[src/hdl/ncs_pkg.sv]
// Shared constants, operation codes and state layout of the sequencer core.
package ncs_pkg;

  localparam int WC_WIDTH    = 6;
  localparam int BANK_WIDTH  = 4;
  localparam int NIB_WIDTH   = 4;
  localparam int STACK_DEPTH = 2;
  localparam int LINE_COUNT  = 10;
  localparam int PROG_WORDS  = 1024;
  localparam int PAGE_WORDS  = 64;
  localparam int CYCLE_CLKS  = 6;
  localparam int HIGH_LINE_BASE = 8;

  localparam logic [5:0] WC_RESET    = 6'h00;
  localparam logic [3:0] BANK_RESET  = 4'h0;
  localparam logic [3:0] NIB_RESET   = 4'h0;
  localparam logic [1:0] PP_RESET    = 2'h0;
  localparam logic       FLAG_RESET  = 1'b1;
  localparam logic [9:0] LINES_RESET = 10'h000;
  localparam logic [3:0] NO_LINE     = 4'hF;

  // Machine cycle phases, one clock each.
  typedef enum logic [5:0] {
    PH0 = 6'h01,
    PH1 = 6'h02,
    PH2 = 6'h04,
    PH3 = 6'h08,
    PH4 = 6'h10,
    PH5 = 6'h20
  } ncs_phase_t;

  // Decoded operations presented by the instruction decoder.
  typedef enum logic [3:0] {
    OP_NOP        = 4'h0,
    OP_LOAD_STAGE = 4'h1,
    OP_JUMP       = 4'h2,
    OP_CALL       = 4'h3,
    OP_RETURN     = 4'h4,
    OP_LOAD_A_IMM = 4'h5,
    OP_LOAD_A_MEM = 4'h6,
    OP_STORE_A    = 4'h7,
    OP_ADD_MEM    = 4'h8,
    OP_SUB_MEM    = 4'h9,
    OP_CMP_NE_IMM = 4'hA,
    OP_LOAD_WP    = 4'hB,
    OP_LOAD_PP    = 4'hC,
    OP_INC_WP     = 4'hD,
    OP_SET_LINE   = 4'hE,
    OP_CLR_LINE   = 4'hF
  } ncs_op_t;

  typedef struct packed {
    logic                   pinSync1;
    logic                   pinSync2;
    logic                   pinSync3;
    logic                   pinLow;
    ncs_phase_t             phase;
    logic [WC_WIDTH-1:0]    wordCounter;
    logic [BANK_WIDTH-1:0]  romBank;
    logic [BANK_WIDTH-1:0]  bankStaging;
    logic [STACK_DEPTH-1:0][WC_WIDTH+BANK_WIDTH-1:0] returnStack;
    logic [NIB_WIDTH-1:0]   acc;
    logic [NIB_WIDTH-1:0]   wordPointer;
    logic [1:0]             pagePointer;
    logic                   conditionFlag;
    logic [LINE_COUNT-1:0]  outputLines;
    logic                   ramWrEn;
    logic [NIB_WIDTH-1:0]   ramWrData;
    logic                   fetchStrobe;
  } ncs_state_t;

endpackage

[src/hdl/ncs_nibble_core_sequencer.sv]
// Program sequencer, data pointers, accumulator and adder of a nibble core.
//
// Overview of operation
// [RULE1] Program space is 1024 bytes: 16 pages of 64 words.
// [RULE2] Program address is page register high, word counter low six bits.
// [RULE3] Page register holds 0..15 and changes only on page-changing ops.
// [RULE4] Staging latch is loaded by its op, copied to page on taken jump.
// [RULE5] Return restores caller page and word counter in one step.
// [RULE6] Word counter is six bits and advances once per fetch.
// [RULE7] Power-on clears word counter and page register.
// [RULE8] Return stack keeps two entries of word plus page.
// [RULE9] Data address is page pointer bit zero and four-bit word pointer.
// [RULE10] Page pointer bit one with word pointer 0/1 picks lines 8/9.
// [RULE11] Word pointer addresses data, selects lines and carrier mode.
// [RULE12] Accumulator is a four-bit operand and result register.
// [RULE13] Subtraction adds inverted accumulator plus one.
// [RULE14] Flag is set on carry out or on unequal comparison.
// [RULE15] One instruction completes every six-clock machine cycle.
// [RULE16] Jump is taken only with the flag at one.
// [RULE17] Low reset pin forces word zero of page zero.
// [RULE18] Word counter wraps from 63 to 0 inside the same page.
// [RULE19] Taken call pushes return address; third call drops the oldest.
`timescale 1ns/1ps
`default_nettype none

module ncs_nibble_core_sequencer (
  input  wire logic        clk,
  input  wire logic        reset,
  input  wire logic        resetPinN,
  input  wire logic [3:0]  opCode,
  input  wire logic [5:0]  opOperand,
  input  wire logic [3:0]  memData,
  output logic      [9:0]  progAddr, // RULE1
  output logic             fetchStrobe,
  output logic      [4:0]  ramAddr,
  output logic             ramWrEn,
  output logic      [3:0]  ramWrData,
  output logic      [3:0]  accumulator,
  output logic      [3:0]  wordPointer,
  output logic             portBankSelectBit,
  output logic      [3:0]  carrierModeSel,
  output logic             conditionFlag,
  output logic      [9:0]  outputLines
);

  // ---------------------------------------------------------------------
  // Helper functions
  // ---------------------------------------------------------------------

  // Picks the output line addressed by the pointers, or none.
  function automatic logic [3:0] lineIndex(input logic       bankBit,
                                           input logic [3:0] wp);
    logic [3:0] idx;
    idx = ncs_pkg::NO_LINE;
    if (!bankBit && wp < 4'(ncs_pkg::HIGH_LINE_BASE))
      idx = wp;
    else if (bankBit && wp < 4'h2)
      idx = 4'(ncs_pkg::HIGH_LINE_BASE) + wp;
    return idx;
  endfunction

  // Four-bit add with carry in; bit four is the carry out.
  function automatic logic [4:0] nibbleAdd(input logic [3:0] a,
                                           input logic [3:0] b,
                                           input logic       cin);
    return {1'b0, a} + {1'b0, b} + {4'h0, cin};
  endfunction

  // ---------------------------------------------------------------------
  // State and next-state logic
  // ---------------------------------------------------------------------

  ncs_pkg::ncs_state_t st;
  ncs_pkg::ncs_state_t next_st;

  logic                  exec;
  ncs_pkg::ncs_op_t      op;
  logic [5:0]            wcPlus;
  logic [9:0]            returnAddr;
  logic [4:0]            aluSum;
  logic [3:0]            lineSel;

  assign op     = ncs_pkg::ncs_op_t'(opCode);
  assign exec   = (st.phase == ncs_pkg::PH5) && !st.pinLow; // RULE15
  assign wcPlus = st.wordCounter + 6'h01; // RULE18
  assign returnAddr = {st.romBank, wcPlus};
  assign lineSel    = lineIndex(st.pagePointer[1], st.wordPointer); // RULE10

  always_comb
  begin
    next_st = st; // RULE3
    aluSum  = 5'h00;
    // The first stage feeds only the second; the filtered level moves
    // once the second and third stages agree.
    next_st.pinSync1 = resetPinN;
    next_st.pinSync2 = st.pinSync1;
    next_st.pinSync3 = st.pinSync2;
    if (st.pinSync2 == st.pinSync3)
      next_st.pinLow = !st.pinSync3;
    next_st.ramWrEn     = 1'b0;
    next_st.fetchStrobe = (st.phase == ncs_pkg::PH5) && !st.pinLow;

    case (st.phase)
      ncs_pkg::PH0: next_st.phase = ncs_pkg::PH1;
      ncs_pkg::PH1: next_st.phase = ncs_pkg::PH2;
      ncs_pkg::PH2: next_st.phase = ncs_pkg::PH3;
      ncs_pkg::PH3: next_st.phase = ncs_pkg::PH4;
      ncs_pkg::PH4: next_st.phase = ncs_pkg::PH5;
      ncs_pkg::PH5: next_st.phase = ncs_pkg::PH0; // RULE15
      default:      next_st.phase = ncs_pkg::PH0;
    endcase

    if (exec)
    begin
      next_st.wordCounter   = wcPlus; // RULE6
      next_st.conditionFlag = 1'b1;
      case (op)
        ncs_pkg::OP_LOAD_STAGE:
          next_st.bankStaging = opOperand[3:0]; // RULE4
        ncs_pkg::OP_JUMP:
          if (st.conditionFlag) // RULE16
          begin
            next_st.wordCounter = opOperand;
            next_st.romBank     = st.bankStaging; // RULE4
          end
        ncs_pkg::OP_CALL:
          if (st.conditionFlag)
          begin
            // The oldest entry falls off the bottom on a third call.
            next_st.returnStack[1] = st.returnStack[0]; // RULE19
            next_st.returnStack[0] = returnAddr; // RULE8
            next_st.wordCounter    = opOperand;
            next_st.romBank        = st.bankStaging; // RULE4
          end
        ncs_pkg::OP_RETURN:
        begin
          next_st.romBank        = st.returnStack[0][9:6]; // RULE5
          next_st.wordCounter    = st.returnStack[0][5:0];
          next_st.returnStack[0] = st.returnStack[1];
        end
        ncs_pkg::OP_LOAD_A_IMM:
          next_st.acc = opOperand[3:0]; // RULE12
        ncs_pkg::OP_LOAD_A_MEM:
          next_st.acc = memData;
        ncs_pkg::OP_STORE_A:
        begin
          next_st.ramWrEn   = 1'b1; // RULE9
          next_st.ramWrData = st.acc;
        end
        ncs_pkg::OP_ADD_MEM:
        begin
          aluSum                = nibbleAdd(memData, st.acc, 1'b0);
          next_st.acc           = aluSum[3:0];
          next_st.conditionFlag = aluSum[4]; // RULE14
        end
        ncs_pkg::OP_SUB_MEM:
        begin
          aluSum                = nibbleAdd(memData, ~st.acc, 1'b1); // RULE13
          next_st.acc           = aluSum[3:0];
          next_st.conditionFlag = aluSum[4]; // RULE14
        end
        ncs_pkg::OP_CMP_NE_IMM:
          next_st.conditionFlag = (st.acc != opOperand[3:0]); // RULE14
        ncs_pkg::OP_LOAD_WP:
          next_st.wordPointer = opOperand[3:0]; // RULE11
        ncs_pkg::OP_LOAD_PP:
          next_st.pagePointer = opOperand[1:0];
        ncs_pkg::OP_INC_WP:
        begin
          aluSum                = nibbleAdd(st.wordPointer, 4'h0, 1'b1);
          next_st.wordPointer   = aluSum[3:0];
          next_st.conditionFlag = aluSum[4];
        end
        ncs_pkg::OP_SET_LINE:
          if (lineSel < 4'(ncs_pkg::LINE_COUNT))
            next_st.outputLines[lineSel] = 1'b1; // RULE11
        ncs_pkg::OP_CLR_LINE:
          if (lineSel < 4'(ncs_pkg::LINE_COUNT))
            next_st.outputLines[lineSel] = 1'b0;
        default: ;
      endcase
    end

    if (st.pinLow)
    begin
      next_st.wordCounter = ncs_pkg::WC_RESET; // RULE17
      next_st.romBank     = ncs_pkg::BANK_RESET;
      next_st.phase       = ncs_pkg::PH0;
      next_st.outputLines = ncs_pkg::LINES_RESET;
    end
  end

  always_ff @(posedge clk)
  begin
    if (reset)
    begin
      st <= '0;
      st.pinSync1      <= 1'b1;
      st.pinSync2      <= 1'b1;
      st.pinSync3      <= 1'b1;
      st.phase         <= ncs_pkg::PH0;
      st.wordCounter   <= ncs_pkg::WC_RESET; // RULE7
      st.romBank       <= ncs_pkg::BANK_RESET;
      st.bankStaging   <= ncs_pkg::BANK_RESET;
      st.acc           <= ncs_pkg::NIB_RESET;
      st.wordPointer   <= ncs_pkg::NIB_RESET;
      st.pagePointer   <= ncs_pkg::PP_RESET;
      st.conditionFlag <= ncs_pkg::FLAG_RESET;
      st.outputLines   <= ncs_pkg::LINES_RESET;
    end
    else
      st <= next_st;
  end

  // ---------------------------------------------------------------------
  // Outputs
  // ---------------------------------------------------------------------

  assign progAddr          = {st.romBank, st.wordCounter}; // RULE2
  assign fetchStrobe       = st.fetchStrobe;
  assign ramAddr           = {st.pagePointer[0], st.wordPointer}; // RULE9
  assign ramWrEn           = st.ramWrEn;
  assign ramWrData         = st.ramWrData;
  assign accumulator       = st.acc;
  assign wordPointer       = st.wordPointer;
  assign portBankSelectBit = st.pagePointer[1];
  assign carrierModeSel    = st.wordPointer; // RULE11
  assign conditionFlag     = st.conditionFlag;
  assign outputLines       = st.outputLines;
endmodule

`default_nettype wire

[config.mk]
export PLATFORM = sky130hd
export DESIGN_NAME = ncs_nibble_core_sequencer
export DESIGN_NICKNAME = d
export VERILOG_FILES = /design/src/hdl/ncs_pkg.sv /design/src/hdl/ncs_nibble_core_sequencer.sv
export SDC_FILE = /design/constraint.sdc
export NUM_CORES = 1
export LEC_CHECK = 0
export ABC_CLOCK_PERIOD_IN_PS = 2800
export BUFFER_PORTS_ARGS = -buffer_cell sky130_fd_sc_hd__buf_2
export CAP_MARGIN = 20
export CORE_AREA = 10 10 120 79
export CTS_CLUSTER_DIAMETER = 150
export DETAILED_ROUTE_END_ITERATION = 12
export DIE_AREA = 0 0 130 89
export MAX_ROUTING_LAYER = met4
export PLACE_DENSITY = 0.89
export SKIP_LAST_GASP = 1
export SYNTH_ARGS = -nofsm -noshare
export SYNTH_HDL_FRONTEND = slang
export SYNTH_SLANG_ARGS = --single-unit
[constraint.sdc]
create_clock -name clk -period 2.8 [get_ports clk]
set_input_delay 0.56 -clock clk [delete_from_list [all_inputs] [get_ports clk]]
set_output_delay 0.56 -clock clk [all_outputs]
set_load 0.005 [all_outputs]
After elaboration in Yosys (flattened, before gate mapping). Cells that the tools add are included.

Flip-flop bits (word level): 71. Logic and storage cells: 101. Bits in read-only memories: 0. RAM bits: 0. Memories kept: 0. Input port bits: 17. Output and inout bits: 45. Latch bits: 0.

Equal/unequal tests: 27. $add $sub $neg: 6. Order comparisons: 5. Divide/modulo/power cells: 0. Shifts and indexed selects: 0. Reductions and logical operators: 24. Bitwise gates (word level): 5. Mux-type cells: 16. Multiply operators: 0.

Operators with widths (count): $pmux W10 S2 (3); $mux W10 (4); $eq A4 B4 Y1 const B (8); $pmux W6 S5 (1); $eq A4 B3 Y1 const B (4); $pmux W4 S4 (1); $add A4 B4 Y5 (2); $and A10 B10 Y10 (1); $not A10 Y10 (1); $or A10 B10 Y10 (1); $reduce_and A2 Y1 (5); $reduce_and A3 Y1 (3); $eq A4 B2 Y1 const B (2); $lt A4 B4 Y1 const B (2); $mux W4 (2); $pmux W4 S2 (1); $reduce_bool A2 Y1 (4); $add A6 B1 Y6 const B (1); $eq A6 B1 Y1 const B (1); $eq A6 B2 Y1 const B (1); $eq A6 B3 Y1 const B (1); $eq A6 B4 Y1 const B (1); $eq A6 B5 Y1 const B (1); $eq A6 B6 Y1 const B (1); other kinds (22) (31).

Logic depth before layout (Yosys ltp).
Word-level depth: 12. Depth in mapped cells: 8. Mapped depth without buffers: 8.

Least setup slack after synthesis. Ideal clock, no wire load.

Path kind: input port to flip-flop. Start: input opCode[1]. End: register st[35] in the netlist's numbering. Arrival time: 1950 ps. Setup time: 132 ps. Path buffers: 2. Cell stages on the path: 5. Path slack: 718 ps. Required time: 2668 ps. Cell sequence: buf_2 -> nor4b_2 -> clkbuf_1 -> mux2i_1 -> a211oi_2.

Longest elaborated chain between the ends: 3. Elaborated cells on any way between the ends: 6. Those cells by class: 3 x eq/ne; 1 x mux; 2 x reduce/logical.

Ends and longest elaborated chain: start: declaration (RTL line ncs_nibble_core_sequencer.sv:30) `input wire logic [3:0] opCode,`; $eq A4 B2 Y1 / $eq A4 B3 Y1 (equally long branches) (RTL line ncs_nibble_core_sequencer.sv:117) `case (op)`; $ne A2 B2 Y1 (no line) / $reduce_bool A2 Y1 (equally long branches); $reduce_and A3 Y1 (no line); end signal: assignment (RTL line ncs_nibble_core_sequencer.sv:212) `st <= next_st;`; end: declaration (RTL line ncs_nibble_core_sequencer.sv:73) `ncs_pkg::ncs_state_t st;`.

Several ways; a longest one is shown, not always the timed one. A chain may end at the register's enable or synchronous reset.

Worst setup path in the final report.
Start: register st[62] in the netlist's numbering. End: register st (netlist bit accumulator[3]).

Longest elaborated chain between the ends: 3.

Ends and longest elaborated chain: $eq A6 B6 Y1 (RTL line ncs_nibble_core_sequencer.sv:84) `assign exec = (st.phase == ncs_pkg::PH5) && !st.pinLow;`; $logic_and A1 B1 Y1 (RTL line ncs_nibble_core_sequencer.sv:84); $reduce_and A2 Y1 (no line).

No other way between the ends.

==> results.json <==
{
  "status": "finished clean",
  "fin_cells": 567,
  "ys_seq_area_share_pct": 35.3,
  "grt_pass1_wl_um": 15700,
  "power_mw": 2.29,
  "hold_path_depth": 2,
  "cp_max_fo": 12,
  "final_max_slew_viol_count": 0,
  "die_x_um": 130,
  "ctsResizeCount": 0,
  "cp_data_arrival_time_ps": 2460,
  "async_flop_share_pct": 0,
  "r2r_end": "accumulator[3]",
  "setup_viol": 0,
  "synth_edf_count": 0,
  "crit_required_ps": 3050,
  "portBuffers": 61,
  "synth.avg_cell_area_um2": 8.75,
  "hold_violations": 0,
  "cts_hold_buf": 0,
  "synth_cells": 460,
  "endpoint_kind": "flip-flop",
  "hold_path.startpoint": "resetPinN",
  "drc": 0,
  "period_needed_ps": 2210,
  "grt_start_max_net_pins": 31,
  "drtIter0Drc": 259,
  "cpPeakStageDelay_ps": 640,
  "r2r_setup_slack_ps": 590,
  "clock_skew_ps": 8.34,
  "r2r_cells": 5,
  "min_delay_worst_endpoint": "next_st[69]",
  "design_area_um2": 4360,
  "irDropWorstVdd_uv": 406,
  "dp_slack_ps": 462,
  "finalSetupTns_ps": 0,
  "powerDensity_nw_per_um2": 526,
  "diodes": 0,
  "drive_above_1_share_pct": 21.4,
  "drv_cap": 0,
  "cts_made_buffers": 9,
  "totalWireLength_um": 9490,
  "grt_overflow": 0,
  "ys_types": 63,
  "fin_crit_sh_pct": 78.9,
  "path_clk_slew_ps": 50,
  "p_leak_nw": 1.96,
  "gp_congestion": 0.905,
  "worst_pin_slew_ps": 687,
  "fmax_mhz": 453,
  "start_util_pct": 54.1,
  "first_pass_iters": 5,
  "cts_setup_buffers": 0,
  "critPathLaunchType": "flip-flop",
  "via_count": 3295,
  "wl_per_cell_um": 16.7,
  "crit_family": "simple AND/OR/NAND/NOR gates",
  "relSlewSlack_pct": 53.9,
  "final_nets": 500,
  "viasPerCell": 5.81,
  "clock_sinks": 71,
  "utilization_pct": 58.6,
  "syn-num-nets": 489,
  "seqCellArea_um2": 1420,
  "placed_cells": 554,
  "worstSetupPathType": "reg -> reg",
  "cts_buffer_depth": 2,
  "rr_startpoint": "st[62]",
  "min_path_type": "in -> reg",
  "fp.dieH_um": 89,
  "holdWs_ps": 410,
  "fillCellCount": 660,
  "core_region_area_um2": 7440,
  "antenna_found_initial": 0,
  "grt_pass1_vias": 3194,
  "crit_buf_inv": 0,
  "htree_levels": 3,
  "grt_usage_pct": 17.6,
  "netlist_area_um2": 4020,
  "cts-root-buf": "clkbuf_16",
  "areaGrowthSynthToFinish_pct": 8.36,
  "cpMaxStageDelayCell": "or4_1",
  "antenna_left": 0,
  "rsz0062_at_grt": "false",
  "cts_tree": "done",
  "rows": 25,
  "ys_seq_elements": 71,
  "clk_latency_ps": 330,
  "io_pins": 62,
  "place_area_um2": 4070,
  "finalWorstSetupSlack_ps": 590,
  "dp_hpwl_um": 6900,
  "synthFlopType": "dfxtp_1",
  "crit_chain": "or4_1, or2_4, a31o_2, a311o_1, a21oi_1",
  "ys_warn_count": 0,
  "multiInputGateArea_um2": 2130,
  "die-area_um2": 11600
}
where the power goes:
group / internal [mW] / total, mW / switching, mW
Combinational: 0.0505 / 0.147 / 0.0966
Clock: 0.723 / 1.12 / 0.395
Sequential: 1.02 / 1.03 / 0.00884
cell families (layout without fill, tap and decap cells):
| kind of cell | after synthesis | after routing | synth area share [%] |
|---|---|---|---|
| xor gates and xnor gates | 12 | 12 | 2.61 |
| adders and majority gates | 12 | 12 | 4.10 |
| AOI/OAI and AO/OA | 80 | 80 | 13.7 |
| DFF | 71 | 71 | 35.3 |
| buffers and inverters | 80 | 93 | 12.0 |
| and+or+nand+nor | 161 | 161 | 21.2 |
| muxes | 44 | 44 | 11.0 |
worst register-to-register path: stages, from the launching register on:
cell	delay [ps]
dfxtp_1	340
or4_1	640
or2_4	410
a31o_2	320
a311o_1	290
a21oi_1	130
worst max path at each step:
stage / endpoint / slack, ps / cells past startpoint / startpoint
final: accumulator[3] / 590 / 5 / st[62]
after global routing: accumulator[3] / 490 / 7 / accumulator[2]
after CTS: accumulator[3] / 600 / 5 / st[62]
after detailed placement: accumulator[3] / 460 / 6 / opCode[1]
after global placement: progAddr[3] / 560 / 6 / opCode[2]
after floorplan: st[35] / 720 / 5 / opCode[1]
placed cells by master, fill, tap and decap left out, types with 4 or more instances in the layout:
master / netlist / routed
dfxtp_1: 71 / 71
nor2_1: 61 / 61
buf_2: 5 / 61
mux2i_1: 42 / 42
nand2_1: 38 / 38
o21ai_0: 17 / 17
a211oi_1: 12 / 12
inv_1: 11 / 11
a21oi_1: 11 / 11
ha_1: 10 / 10
nand3_1: 9 / 9
clkbuf_16: 0 / 9
a22oi_1: 8 / 8
buf_4: 41 / 8
xor2_1: 7 / 7
nor2b_1: 6 / 6
nor3_1: 6 / 6
xnor2_1: 5 / 5
or2_2: 4 / 4
final cells by class:
| type | instances | area share, % |
|---|---|---|
| Sequential cell | 71 | 32.6 |
| Multi-Input combinational cell | 309 | 48.8 |
| Clock buffer | 12 | 5.88 |
| Tap cell | 94 | 2.70 |
| Clock inverter | 1 | 0.689 |
| Timing Repair Buffer | 69 | 8.38 |
| Inverter | 11 | 0.947 |
synthesized netlist by cell type, drive strengths merged (3+ instances only):
| cell type | n | share of area, % |
|---|---|---|
| nor4 | 3 | 1.0 |
| nand3 | 9 | 1.1 |
| clkbuf | 18 | 1.7 |
| o22ai | 3 | 0.47 |
| a211oi | 13 | 2.5 |
| xnor2 | 5 | 1.1 |
| nor3 | 8 | 1.6 |
| nor2 | 63 | 6.5 |
| nor2b | 6 | 0.93 |
| nor4bb | 3 | 0.75 |
| inv | 11 | 1.0 |
| a222oi | 3 | 0.75 |
| o211ai | 3 | 0.56 |
| or3b | 3 | 0.65 |
| nand2 | 38 | 3.5 |
| nand4b | 3 | 0.65 |
| nand2b | 3 | 0.47 |
| o21ai | 18 | 2.2 |
| dfxtp | 71 | 35 |
| buf | 51 | 9.3 |
| and3 | 3 | 0.47 |
| a21oi | 11 | 1.4 |
| nand4 | 3 | 0.47 |
| o31ai | 3 | 0.56 |
| ha | 10 | 3.1 |
| mux2i | 42 | 10 |
| a22oi | 8 | 1.5 |
| or2 | 5 | 0.84 |
| xor2 | 7 | 1.5 |
layer usage:
metal	track usage, %	vias to the layer above	share of wire [%]
met1	21.1	1550	45
li1	-	1590	-
met2	26.7	137	45
met4	6.20	0	1.5
met5	-	-	0
met3	6.87	18	9.2
Note: power is estimated with default switching activity, not from simulation.
